File: src/mdcs_defines.svh
// Offsets, field positions, reset values and timing counts of the drive control block.
// Included by its bare name from the package, the top module and the bench.
`ifndef MDCS_DEFINES_SVH
`define MDCS_DEFINES_SVH

`define MDCS_OFS_DRIVE      8'h28
`define MDCS_OFS_STATUS     8'h40
`define MDCS_OFS_MASK       8'h44
`define MDCS_OFS_STATE      8'h48

`define MDCS_DRIVE_RESET    8'h00
`define MDCS_DRIVE_WMASK    8'h9f
`define MDCS_BIT_HYS_DIS    7
`define MDCS_BIT_ALM_CLR    6

`define MDCS_EV_OC          0
`define MDCS_EV_VGB         1
`define MDCS_EV_VGT         2
`define MDCS_EV_W           3

`define MDCS_CLK_NS         20
`define MDCS_DEAD_TIME_NS   500
`define MDCS_DEAD_CYCLES    ((`MDCS_DEAD_TIME_NS + `MDCS_CLK_NS - 1) / `MDCS_CLK_NS)

`define MDCS_RESP_OKAY      2'h0
`define MDCS_RESP_SLVERR    2'h2

`endif

File: src/mdcs_pkg.sv
// Types shared by the drive control block.
// Assumes mdcs_defines.svh is on the include path.
`include "mdcs_defines.svh"

package mdcs_pkg;

  typedef struct packed {
    logic hysDisable;
    logic alarmClear;
    logic spare;
    logic driveMethodSelect;
    logic deadTimeBypass;
    logic ocResponseSelect;
    logic direction;
    logic runPermission;
  } mdcs_ctrl_t;

  typedef struct packed {
    logic [2:0] high;
    logic [2:0] low;
  } mdcs_gate_t;

  typedef enum logic [1:0] {
    ST_STOPPED   = 2'b00,
    ST_DRIVING   = 2'b01,
    ST_PROTECTED = 2'b11
  } mdcs_state_t;

endpackage

File: src/mdcs_top.sv
// Motor drive control setting block: drive byte, protection latch and gate output stage.
// Assumes a single 50 MHz clock; all inputs are synchronous to it.
//
// Overview of operation
// (RL1) Alarm clear write releases protection, resumes drive.
// (RL2) Protection stays latched until alarm clear written.
// (RL3) Protected outputs are Hi-Z or low brake.
// (RL4) Overcurrent: select 0 Hi-Z, 1 low brake.
// (RL5) Other alarms force Hi-Z over brake choice.
// (RL6) Hysteresis on overcurrent unless disable bit set.
// (RL7) Method bit: 0 normal PWM, 1 commutation.
// (RL8) Software avoids commutation under sensorless control.
// (RL9) Dead time inserted unless bypass bit set.
// (RL10) Direction bit: 0 clockwise, 1 counter-clockwise.
// (RL11) Run permission 0 keeps motor undriven; an overcurrent with the brake select bit set still turns the low sides on.
// (RL12) Software keeps lock wait fixed while driving.
// (RL13) Alarm clear is a write-one action.
//
// Register access over AXI4-Lite was left to the implementer.
`timescale 1ns/100ps
`default_nettype none
`include "mdcs_defines.svh"

module mdcs_top #(
  parameter int ADDR_W       = 8,
  parameter int DEAD_TIME_NS = `MDCS_DEAD_TIME_NS
) (
  // Clock, reset and enable.
  input  wire logic               clk,
  input  wire logic               rst,
  input  wire logic               ce,
  // AXI4-Lite write channels.
  input  wire logic [ADDR_W-1:0]  awaddr,
  input  wire logic               awvalid,
  output logic                    awready,
  input  wire logic [31:0]        wdata,
  input  wire logic [3:0]         wstrb,
  input  wire logic               wvalid,
  output logic                    wready,
  output logic [1:0]              bresp,
  output logic                    bvalid,
  input  wire logic               bready,
  // AXI4-Lite read channels.
  input  wire logic [ADDR_W-1:0]  araddr,
  input  wire logic               arvalid,
  output logic                    arready,
  output logic [31:0]             rdata,
  output logic [1:0]              rresp,
  output logic                    rvalid,
  input  wire logic               rready,
  // Alarm inputs from the comparators.
  input  wire logic               ocTrip,
  input  wire logic               ocRelease,
  input  wire logic               bottomPumpUndervoltage,
  input  wire logic               topPumpUndervoltage,
  // Host phase commands, index 0 to 2 for phases U, V, W.
  input  wire logic [2:0]         hsCmd,
  input  wire logic [2:0]         lsCmd,
  // Drive stage and status.
  output logic [2:0]              hsGate,
  output logic [2:0]              lsGate,
  output logic                    outputsHiZ,
  output logic                    irq
);

  localparam int DEAD_CYCLES = (DEAD_TIME_NS + `MDCS_CLK_NS - 1) / `MDCS_CLK_NS;
  localparam int CNT_W = $clog2(DEAD_CYCLES + 1);
  localparam logic [CNT_W-1:0] DEAD_MAX = CNT_W'(DEAD_CYCLES);

  if (ADDR_W < 7 || ADDR_W > 32 || DEAD_TIME_NS < 1) begin : g_bad_params
    $error("mdcs_top: ADDR_W must be 7 to 32 and DEAD_TIME_NS positive");
  end

  // Bus slave state.
  logic [ADDR_W-1:0]           wAddr, next_wAddr;
  logic [31:0]                 wData, next_wData;
  logic [3:0]                  wStrb, next_wStrb;
  logic                        next_awready, next_wready, next_bvalid;
  logic [1:0]                  next_bresp;
  logic                        next_arready, next_rvalid;
  logic [31:0]                 next_rdata;
  logic [1:0]                  next_rresp;
  logic                        doWrite, doRead;

  // Register state.
  mdcs_pkg::mdcs_ctrl_t        ctrl, next_ctrl;
  logic [`MDCS_EV_W-1:0]       status, next_status;
  logic [`MDCS_EV_W-1:0]       mask, next_mask;
  logic                        next_irq;
  logic                        clearPulse;

  // Protection state.
  mdcs_pkg::mdcs_state_t       state, next_state;
  mdcs_pkg::mdcs_state_t       runState;
  logic                        ocDet, next_ocDet;
  logic                        latchOc, next_latchOc;
  logic                        latchUv, next_latchUv;
  logic                        ocPrev, vgbPrev, vgtPrev;
  logic [`MDCS_EV_W-1:0]       events;
  logic                        alarmNow;
  logic                        next_hiZ;

  // Gate request path.
  mdcs_pkg::mdcs_gate_t        cmd, req;

  assign doWrite = !awready && !wready && !bvalid;
  assign doRead  = arvalid && arready;
  assign clearPulse = doWrite && (wAddr == ADDR_W'(`MDCS_OFS_DRIVE)) && wStrb[0]
                      && wData[`MDCS_BIT_ALM_CLR];  // see (RL13)

  // Write address and data are taken in either order; the answer follows both.
  always_comb begin
    next_wAddr   = wAddr;
    next_wData   = wData;
    next_wStrb   = wStrb;
    next_awready = awready;
    next_wready  = wready;
    next_bvalid  = bvalid;
    next_bresp   = bresp;
    if (awvalid && awready) begin
      next_wAddr   = awaddr;
      next_awready = 1'b0;
    end
    if (wvalid && wready) begin
      next_wData  = wdata;
      next_wStrb  = wstrb;
      next_wready = 1'b0;
    end
    if (doWrite) begin
      next_bvalid = 1'b1;
      case (wAddr)
        ADDR_W'(`MDCS_OFS_DRIVE),
        ADDR_W'(`MDCS_OFS_STATUS),
        ADDR_W'(`MDCS_OFS_MASK):  next_bresp = `MDCS_RESP_OKAY;
        default:                  next_bresp = `MDCS_RESP_SLVERR;
      endcase
    end
    if (bvalid && bready) begin
      next_bvalid  = 1'b0;
      next_awready = 1'b1;
      next_wready  = 1'b1;
    end
  end

  // Reads answer one cycle after the address is taken.
  always_comb begin
    next_arready = arready;
    next_rvalid  = rvalid;
    next_rdata   = rdata;
    next_rresp   = rresp;
    if (doRead) begin
      next_arready = 1'b0;
      next_rvalid  = 1'b1;
      next_rresp   = `MDCS_RESP_OKAY;
      case (araddr)
        ADDR_W'(`MDCS_OFS_DRIVE):  next_rdata = {24'h000000, ctrl};
        ADDR_W'(`MDCS_OFS_STATUS): next_rdata = {29'h00000000, status};
        ADDR_W'(`MDCS_OFS_MASK):   next_rdata = {29'h00000000, mask};
        ADDR_W'(`MDCS_OFS_STATE):  next_rdata = {26'h0000000, outputsHiZ, latchUv,
                                                 latchOc, ocDet, state};
        default: begin
          next_rdata = 32'h00000000;
          next_rresp = `MDCS_RESP_SLVERR;
        end
      endcase
    end
    if (rvalid && rready) begin
      next_rvalid  = 1'b0;
      next_arready = 1'b1;
    end
  end

  always_ff @(posedge clk) begin
    if (rst) begin
      wAddr   <= '0;
      wData   <= 32'h00000000;
      wStrb   <= 4'h0;
      awready <= 1'b1;
      wready  <= 1'b1;
      bvalid  <= 1'b0;
      bresp   <= `MDCS_RESP_OKAY;
      arready <= 1'b1;
      rvalid  <= 1'b0;
      rdata   <= 32'h00000000;
      rresp   <= `MDCS_RESP_OKAY;
    end else if (ce) begin
      wAddr   <= next_wAddr;
      wData   <= next_wData;
      wStrb   <= next_wStrb;
      awready <= next_awready;
      wready  <= next_wready;
      bvalid  <= next_bvalid;
      bresp   <= next_bresp;
      arready <= next_arready;
      rvalid  <= next_rvalid;
      rdata   <= next_rdata;
      rresp   <= next_rresp;
    end
  end

  // Control, status and mask registers; a new event beats a clear in the same cycle.
  always_comb begin
    next_ctrl   = ctrl;
    next_status = status | events;
    next_mask   = mask;
    if (doWrite && wStrb[0]) begin
      case (wAddr)
        ADDR_W'(`MDCS_OFS_DRIVE):  next_ctrl = mdcs_pkg::mdcs_ctrl_t'(wData[7:0]
                                               & `MDCS_DRIVE_WMASK);  // see (RL13)
        ADDR_W'(`MDCS_OFS_STATUS): next_status = (status & ~wData[`MDCS_EV_W-1:0]) | events;
        ADDR_W'(`MDCS_OFS_MASK):   next_mask = wData[`MDCS_EV_W-1:0];
        default:                   next_mask = mask;
      endcase
    end
    next_irq = |(next_status & next_mask);
  end

  always_ff @(posedge clk) begin
    if (rst) begin
      ctrl   <= mdcs_pkg::mdcs_ctrl_t'(`MDCS_DRIVE_RESET);
      status <= 3'h0;
      mask   <= 3'h0;
      irq    <= 1'b0;
    end else if (ce) begin
      ctrl   <= next_ctrl;
      status <= next_status;
      mask   <= next_mask;
      irq    <= next_irq;
    end
  end

  // Alarm detection and the protection latch.
  assign events[`MDCS_EV_OC]  = ocDet && !ocPrev;
  assign events[`MDCS_EV_VGB] = bottomPumpUndervoltage && !vgbPrev;
  assign events[`MDCS_EV_VGT] = topPumpUndervoltage && !vgtPrev;
  assign alarmNow = ocDet || bottomPumpUndervoltage || topPumpUndervoltage;

  always_comb begin
    if (ctrl.hysDisable) begin
      next_ocDet = ocTrip;  // see (RL6)
    end else if (ocTrip) begin
      next_ocDet = 1'b1;  // see (RL6)
    end else if (ocRelease) begin
      next_ocDet = 1'b0;
    end else begin
      next_ocDet = ocDet;
    end
    // A clear written while the alarm still stands leaves the latch set.
    next_latchOc = (latchOc && !clearPulse) || ocDet;  // see (RL1) see (RL2)
    next_latchUv = (latchUv && !clearPulse) || bottomPumpUndervoltage
                   || topPumpUndervoltage;  // see (RL1) see (RL2)
    runState = ctrl.runPermission ? mdcs_pkg::ST_DRIVING : mdcs_pkg::ST_STOPPED;
    case (state)
      mdcs_pkg::ST_STOPPED:   next_state = runState;
      mdcs_pkg::ST_DRIVING:   next_state = alarmNow ? mdcs_pkg::ST_PROTECTED : runState;
      mdcs_pkg::ST_PROTECTED: next_state = (next_latchOc || next_latchUv) ? mdcs_pkg::ST_PROTECTED
                                                                          : runState;
      default:                next_state = mdcs_pkg::ST_STOPPED;
    endcase
    if (alarmNow) begin
      next_state = mdcs_pkg::ST_PROTECTED;
    end
  end

  always_ff @(posedge clk) begin
    if (rst) begin
      ocDet   <= 1'b0;
      ocPrev  <= 1'b0;
      vgbPrev <= 1'b0;
      vgtPrev <= 1'b0;
      latchOc <= 1'b0;
      latchUv <= 1'b0;
      state   <= mdcs_pkg::ST_STOPPED;
    end else if (ce) begin
      ocDet   <= next_ocDet;
      ocPrev  <= ocDet;
      vgbPrev <= bottomPumpUndervoltage;
      vgtPrev <= topPumpUndervoltage;
      latchOc <= next_latchOc;
      latchUv <= next_latchUv;
      state   <= next_state;
    end
  end

  // Gate requests: direction, drive method and the forced states.
  always_comb begin
    if (ctrl.direction) begin
      cmd.high = {hsCmd[1], hsCmd[2], hsCmd[0]};  // see (RL10)
      cmd.low  = {lsCmd[1], lsCmd[2], lsCmd[0]};
    end else begin
      cmd.high = hsCmd;
      cmd.low  = lsCmd;
    end
    req.high = cmd.high;
    if (ctrl.driveMethodSelect) begin
      req.low = (cmd.low | ~cmd.high) & ~cmd.high;  // see (RL7)
    end else begin
      req.low = cmd.low & ~cmd.high;  // see (RL7)
    end
    next_hiZ = 1'b0;
    case (state)
      mdcs_pkg::ST_DRIVING: begin
        next_hiZ = 1'b0;
      end
      mdcs_pkg::ST_PROTECTED: begin
        req.high = 3'h0;  // see (RL3)
        if (latchUv || !ctrl.ocResponseSelect) begin
          req.low  = 3'h0;  // see (RL4) see (RL5)
          next_hiZ = 1'b1;
        end else begin
          req.low  = 3'h7;  // see (RL4)
        end
      end
      default: begin
        req.high = 3'h0;  // see (RL11)
        req.low  = 3'h0;
        next_hiZ = 1'b1;
      end
    endcase
  end

  always_ff @(posedge clk) begin
    if (rst) begin
      outputsHiZ <= 1'b1;
    end else if (ce) begin
      outputsHiZ <= next_hiZ;
    end
  end

  // Per phase output stage with dead time between the two sides.
  genvar ph;
  generate
    for (ph = 0; ph < 3; ph++) begin : g_phase
      logic [CNT_W-1:0] offCnt, next_offCnt;
      logic             next_hs, next_ls;

      always_comb begin
        if (ctrl.deadTimeBypass) begin
          next_hs = req.high[ph];  // see (RL9)
          next_ls = req.low[ph];
        end else begin
          next_hs = req.high[ph] && (hsGate[ph] || (!lsGate[ph] && offCnt == DEAD_MAX));
          next_ls = req.low[ph] && (lsGate[ph] || (!hsGate[ph] && offCnt == DEAD_MAX));
        end
        if (hsGate[ph] || lsGate[ph]) begin
          next_offCnt = '0;  // see (RL9)
        end else if (offCnt != DEAD_MAX) begin
          next_offCnt = offCnt + CNT_W'(1);
        end else begin
          next_offCnt = offCnt;
        end
      end

      always_ff @(posedge clk) begin
        if (rst) begin
          offCnt      <= '0;
          hsGate[ph]  <= 1'b0;
          lsGate[ph]  <= 1'b0;
        end else if (ce) begin
          offCnt      <= next_offCnt;
          hsGate[ph]  <= next_hs;
          lsGate[ph]  <= next_ls;
        end
      end
    end
  endgenerate

endmodule

`default_nettype wire

File: config.mk
export PLATFORM = sky130hd
export DESIGN_NAME = mdcs_top
export DESIGN_NICKNAME = d
export VERILOG_FILES = /design/src/mdcs_pkg.sv /design/src/mdcs_top.sv
export VERILOG_INCLUDE_DIRS = /design/src
export SDC_FILE = /design/constraint.sdc
export NUM_CORES = 1
export LEC_CHECK = 0
export BUFFER_PORTS_ARGS = -buffer_cell sky130_fd_sc_hd__buf_2
export CAP_MARGIN = 20
export CORE_UTILIZATION = 50
export DETAILED_ROUTE_END_ITERATION = 8
export GPL_TIMING_DRIVEN = 0
export HOLD_SLACK_MARGIN = 0.02
export MAX_ROUTING_LAYER = met4
export PLACE_DENSITY_LB_ADDON = 0.08
export REMOVE_ABC_BUFFERS = 1
export SETUP_SLACK_MARGIN = 0.3
export SLEW_MARGIN = 15
export SYNTH_ARGS = -nofsm -noshare
export SYNTH_HDL_FRONTEND = slang
export SYNTH_SLANG_ARGS = --single-unit
File: constraint.sdc
create_clock -name clk -period 2.25 [get_ports clk]
set_input_delay 0.225 -clock clk [delete_from_list [all_inputs] [get_ports clk]]
set_output_delay 0.225 -clock clk [all_outputs]
set_load 0.02 [all_outputs]
==> results of run 1 <==
repair_timing:
item | 4_1_cts | 5_1_grt
gates resized for setup | 4 | 4
setup endpoints to repair | 14 | 7
hold buffers | 0 | 0
endpoints found under the hold margin | 0 | 0
buffers inserted | 1 | 4
pin swaps | 1 | 3
worst paths after layout:
| kind | slack, ns | startpoint | to |
|---|---|---|---|
| setup / recovery | 0.23 | awready$_SDFFE_PP1P_ | irq$_SDFFE_PP0P_ |
| hold / removal | 0.11 | wdata[1] | wData[1]$_SDFFE_PP0P_ |
| setup reg to reg | 0.23 | awready$_SDFFE_PP1P_ | irq$_SDFFE_PP0P_ |
| hold reg to reg | 0.45 | rdata[5]$_SDFFE_PP0P_ | rdata[5]$_SDFFE_PP0P_ |
layout by cell type, fill, tap and decap left out, types with 5 or more instances in the layout:
cell type,n
conb_1,27
dfxtp_1,71
inv_1,7
buf_4,7
mux2i_1,25
o21bai_1,7
xor2_1,6
buf_2,61
o21ai_0,11
nor3_1,14
a21oi_1,28
nor2b_1,5
nand3_1,18
nand2b_1,5
a211oi_1,14
nand4_1,7
nand2_1,29
ha_1,6
nor2_1,57
clkbuf_8,10
state kept, by name, indices dropped and copies added (netlist names), 2 cells and up:
register        flops
mask                3
status              3
wData               7
hsGate              3
lsGate              3
rdata               7
wAddr               8
g_phase.offCnt     15
ctrl                6
state               2
power by group:
group	internal, W	switching, W
clock	0.000646	0.000477
sequential	0.00134	0.0000408
combinational	0.000108	0.000188
worst register-to-register path: cells and delay by family, from the launching register on:
kind / cells / cell delay [ns]
and+or+nand+nor: 2 / 0.99
DFF: 1 / 0.33
AOI/OAI and AO/OA: 2 / 0.21
buffers and inverters: 1 / 0.20
muxes: 1 / 0.18
through the flow:
stage,std cells,TNS [ns],utilization [%],worst slack (ns),hold WS (ns)
after floorplan,390,0,-,0.215,0.294
after global placement,549,-0.786,55.8,-0.0975,0.439
after detailed placement,549,-0.661,55.8,-0.117,0.447
after CTS,565,0,59.4,0.248,0.0947
after global routing,569,0,60.0,0.177,0.0948
final,569,0,60.0,0.232,0.107
metal layers:
metal	share of wire, %	routed length (um)	GRT usage, %	up-vias
met5	0	0	-	-
met4	0.76	55	6.21	0
met2	48	3470	34.3	83
li1	-	-	-	1524
met3	5.2	374	6.76	4
met1	46	3330	25.0	1396
kinds of logic after synthesis:
family                     after synthesis  share of synthesized area [%]
other                                    1                          0.106
buffers and inverters                   52                           8.36
DFF                                     73                           41.2
muxes                                   29                           8.32
xor gates and xnor gates                 6                           1.48
adders and majority gates                6                           2.12
AOI/OAI and AO/OA                       84                           15.6
and+or+nand+nor                        158                           22.9
final cells by class:
cell class	count	area share (%)
clock buffer	10	3.36
clock inverter	5	1.95
inverter	7	0.641
multi-input combinational	310	46.7
sequential	73	35.7
tap	96	2.93
timing repair buffer	68	8.73
==> impl_metrics.py, run 1 <==
metrics = {
    "drt": {
        "drt_drc_violations_left": 0,
        "drt_iter0_drc": 141,
        "ant_nets": 0,
        "first_pass_iters": 4,
        "wl_per_cell_um": 12.7,
        "totalWireLength_um": 7230,
        "vias": 3007,
        "vias_per_cell": 5.28,
    },
    "worst_setup_path": {
        "crit_required_ns": 2.48,
        "cp.depth": 6,
        "cp_num_buf_inv": 1,
        "cp_cell_sequence": "or4b_4 > nor4_4 > buf_4 > mux2i_1 > a21o_1 > o211ai_2",
        "crit_path_end_kind": "register",
        "startpoint_type": "register",
        "cp_data_arrival_time_ns": 2.24,
        "r2r_cells": 6,
        "critPathMaxStageDelay_ns": 0.59,
        "slowest_stage": "or4b_4",
        "crit_family": "simple AND/OR/NAND/NOR gates",
        "critPathKind": "reg -> reg",
        "crit_fanout": 4,
    },
    "run_status": {
        "run_status": "completed",
    },
    "placed_design": {
        "gp_congestion": 0.821,
        "port_buffers": 63,
        "dpl_cell_area_um2": 3810,
        "dp.final_hpwl_um": 4970,
    },
    "pwr": {
        "p_leak_nw": 1.80,
        "power.total_w": 0.00280,
        "p_per_area_nw_per_um2": 682,
        "ir_drop_mv": 0.463,
    },
    "timing": {
        "finClkSkew_ns": 0.00807,
        "worst_pin_slew_ns": 0.803,
        "fin_crit_ns": 2.02,
        "slew_headroom_pct": 46.1,
        "fmax_mhz": 496,
        "slew_viol_final": 0,
        "setup_violations": 0,
        "hold_violations": 0,
        "min_period_over_period_pct": 89.7,
        "rsz0062_at_grt": "true",
    },
    "floorplanning": {
        "ios": 119,
        "core_um2": 6830,
        "die_h_um": 86.2,
        "die_width_um": 86.2,
        "die_area_um2": 7430,
        "initial_core_util_pct": 51.9,
        "rows": 30,
    },
    "layout": {
        "final_nets": 545,
        "drive_above_1_share_pct": 22.2,
        "stdcell_area_um2": 4100,
        "fill_cells": 650,
        "multi_input_area_um2": 1910,
        "syn2layout_area_growth_pct": 15.6,
        "seqCellArea_um2": 1460,
        "num_antenna_cells": 0,
    },
    "synth": {
        "yosys.cell_types.count": 45,
        "syn-cell-area_um2": 3550,
        "netlist.area_leader.share_pct": 41.2,
        "async_flop_share_pct": 0,
        "yosysWarnings": 0,
        "yosysMostFrequentCell": "dfxtp_1",
        "syn_inst": 409,
        "synth_area_leaders": "dfxtp_1 (41%), mux2i_1 (7.1%), nor2_1 (6.0%), buf_4 (5.7%), a21oi_1 (4.1%)",
        "avgSynthCellArea_um2": 8.67,
        "synth_area_leader_cell": "dfxtp_1",
        "ys_seq_area_share_pct": 41.2,
        "ys_ff_latch": 73,
        "synthFlopType": "dfxtp_1",
        "synth_edf_count": 0,
        "synthTopCellsByCount": "dfxtp_1 (73), nor2_1 (57), a21oi_1 (29), nand2_1 (29), buf_4 (27)",
    },
    "cts": {
        "cts.sinks": 73,
        "ctsHtreeMaxLevel": 3,
        "clk_pin_slew_worst_paths_ns": 0.08,
        "numCtsBuffers": 9,
        "clock_latency_ns": 0.34,
        "cts_tree": "yes",
        "cts_max_path_buffers": 2,
        "clockRootBuffer": "clkbuf_8",
    },
    "global_route": {
        "globalRoute.totalOverflow": 0,
        "grt_pass1_vias": 2656,
        "antenna_found_initial": 0,
        "track_usage_pct": 21.1,
        "grt_pass1_wl_um": 12000,
        "grt_max_degree": 72,
    },
    "job": {
        "maxCapViolCount": 0,
    },
    "min_path": {
        "hold_class": "in -> reg",
        "whs_path_depth": 3,
    },
}
(Power assumes the default switching activity.)
==> inputs of run 2 (changes only) <==
Settings changed: REMOVE_ABC_BUFFERS 1 to unset.
==> run 2 against run 1 <==
Compared with the run above:
- via count is 7.3% higher
- maximum frequency grew 3.1%
- global-route usage increased by 3.5 points
- critical path depth did not move
- flip-flop and latch count is the same
- first-iteration DRC count rose by 21%
- sequential power is essentially flat
- design area increased by 6.3%
- cell count rose by 7.7%
==> impl_metrics.py, run 2 (same netlist as run 1, synthesis figures left out) <==
metrics = {
    "run_status": {
        "run_status": "completed",
    },
    "drt": {
        "wl_per_cell_um": 14.0,
        "first_pass_iters": 5,
        "drt_drc_violations_left": 0,
        "drt_iter0_drc": 170,
        "totalWireLength_um": 8580,
        "vias": 3228,
        "ant_nets": 0,
        "vias_per_cell": 5.27,
    },
    "worst_setup_path": {
        "startpoint_type": "register",
        "r2r_cells": 6,
        "crit_fanout": 5,
        "crit_path_end_kind": "register",
        "crit_required_ns": 2.48,
        "cp_data_arrival_time_ns": 2.19,
        "r2r_slack_ns": 0.29,
        "critPathKind": "reg -> reg",
    },
    "layout": {
        "regMostFlops": "g_phase.offCnt",
        "largest_registers": "g_phase.offCnt: 15 flops, wAddr: 8 flops",
        "mostFrequentLayoutCell": "dfxtp_1",
        "num_antenna_cells": 0,
        "syn2layout_area_growth_pct": 22.9,
        "drive_above_1_share_pct": 25.1,
        "final_nets": 588,
        "final_cell_mix": "dfxtp_1 (70), buf_2 (61), nor2_1 (57)",
        "largest_register_ffs": 15,
    },
    "timing": {
        "worst_pin_slew_ns": 0.672,
        "slew_headroom_pct": 54.8,
        "tns_ns": 0,
        "finClkSkew_ns": 0.00611,
        "fin_ws_ns": 0.292,
        "setup_violations": 0,
        "rsz0062_at_grt": "true",
        "fin_crit_ns": 1.96,
        "min_period_over_period_pct": 87.0,
        "fmax_mhz": 511,
        "slew_viol_final": 0,
        "hold_violations": 0,
        "hold_slack_ns": 0.110,
    },
    "min_path": {
        "whs_path_depth": 3,
        "hold_class": "in -> reg",
    },
    "floorplanning": {
        "ios": 119,
        "core_um2": 6830,
        "rows": 30,
        "die_area_um2": 7430,
        "initial_core_util_pct": 51.9,
        "die_h_um": 86.2,
        "die_width_um": 86.2,
    },
    "global_route": {
        "globalRoute.totalOverflow": 0,
        "grt_pass1_vias": 2877,
        "antenna_found_initial": 0,
        "grt_pass1_wl_um": 13500,
        "grt_max_degree": 13,
        "track_usage_pct": 24.6,
    },
    "placed_design": {
        "gp_congestion": 0.916,
        "dp.final_hpwl_um": 6310,
        "dp_slack_ns": 0.154,
        "port_buffers": 61,
    },
    "pwr": {
        "power.total_w": 0.00283,
        "ir_drop_mv": 0.544,
        "p_leak_nw": 1.97,
        "p_per_area_nw_per_um2": 649,
    },
    "cts": {
        "cts_tree": "yes",
        "clock_latency_ns": 0.34,
        "numCtsBuffers": 9,
        "cts.sinks": 73,
        "clk_pin_slew_worst_paths_ns": 0.08,
        "clockRootBuffer": "clkbuf_8",
        "cts_max_path_buffers": 2,
        "hold_buffers": 0,
        "ctsHtreeMaxLevel": 3,
    },
    "job": {
        "maxCapViolCount": 0,
    },
}
## run 2: cell count changes in the layout (fill, tap and decap cells not counted), moves of 2 or more
cell and change:
clkinvlp_4 -2, clkbuf_1 +17, buf_4 +25, buf_1 +2
## run 2: path summary, 6_finish.rpt
check	startpoint	end
worst min register to register	rresp[1]$_SDFFE_PP0P_	rresp[1]$_SDFFE_PP0P_
worst max-delay path	wAddr[0]$_SDFFE_PP0P_	irq$_SDFFE_PP0P_
worst max register to register	wAddr[0]$_SDFFE_PP0P_	irq$_SDFFE_PP0P_
worst min-delay path	awaddr[2]	wAddr[2]$_SDFFE_PP0P_
## run 2: final cells by class
cell class	count	area, um^2
fill	636	2470
multi-input combinational	310	1920
sequential	73	1470
timing repair buffer	66	343
buffer	45	270
clock buffer	12	166
tap	96	120
clock inverter	4	48.8
inverter	7	26.3
## run 2: stage by stage
stage / utilization (%) / area (um^2) / cells
6_report: 63.8 / 4360 / 613
5_1_grt: 63.8 / 4360 / 613
4_1_cts: 63.6 / 4340 / 612
3_5_place_dp: 59.8 / 4080 / 592
3_3_place_gp: 59.8 / 4080 / 592
2_1_floorplan: - / 3660 / 435
## run 2: repair_timing
| item | CTS | global route |
|---|---|---|
| pin swaps | 3 | 4 |
| setup buffers | 4 | 1 |
| gates cloned | 0 | 0 |
| resized for setup | 3 | 2 |
| endpoints found under the setup margin | 5 | 7 |
| hold endpoints to repair | 0 | 0 |
## run 2: worst max-delay path: stages (launching register included)
cell and delay (ns):
dfxtp_1 0.32, or4_4 0.59, nor4_4 0.22, buf_4 0.19
mux2_4 0.30, o211ai_1 0.11, o211ai_2 0.12
## run 2: report_power, final
part / switching, W / internal, W / total, W
combinational: 0.000209 / 0.000145 / 0.000354
clock: 0.000487 / 0.000609 / 0.00110
sequential: 0.0000420 / 0.00134 / 0.00138
## run 2: layer usage
| metal | global-route usage, % | wire length [um] | vias to the layer above | share of wire (%) |
|---|---|---|---|---|
| met5 | - | 0 | - | 0 |
| met4 | 11.7 | 178 | 0 | 2.1 |
| met3 | 3.71 | 532 | 15 | 6.2 |
| met2 | 39.1 | 3970 | 128 | 46 |
| met1 | 30.8 | 3910 | 1479 | 45 |
| li1 | - | - | 1606 | - |
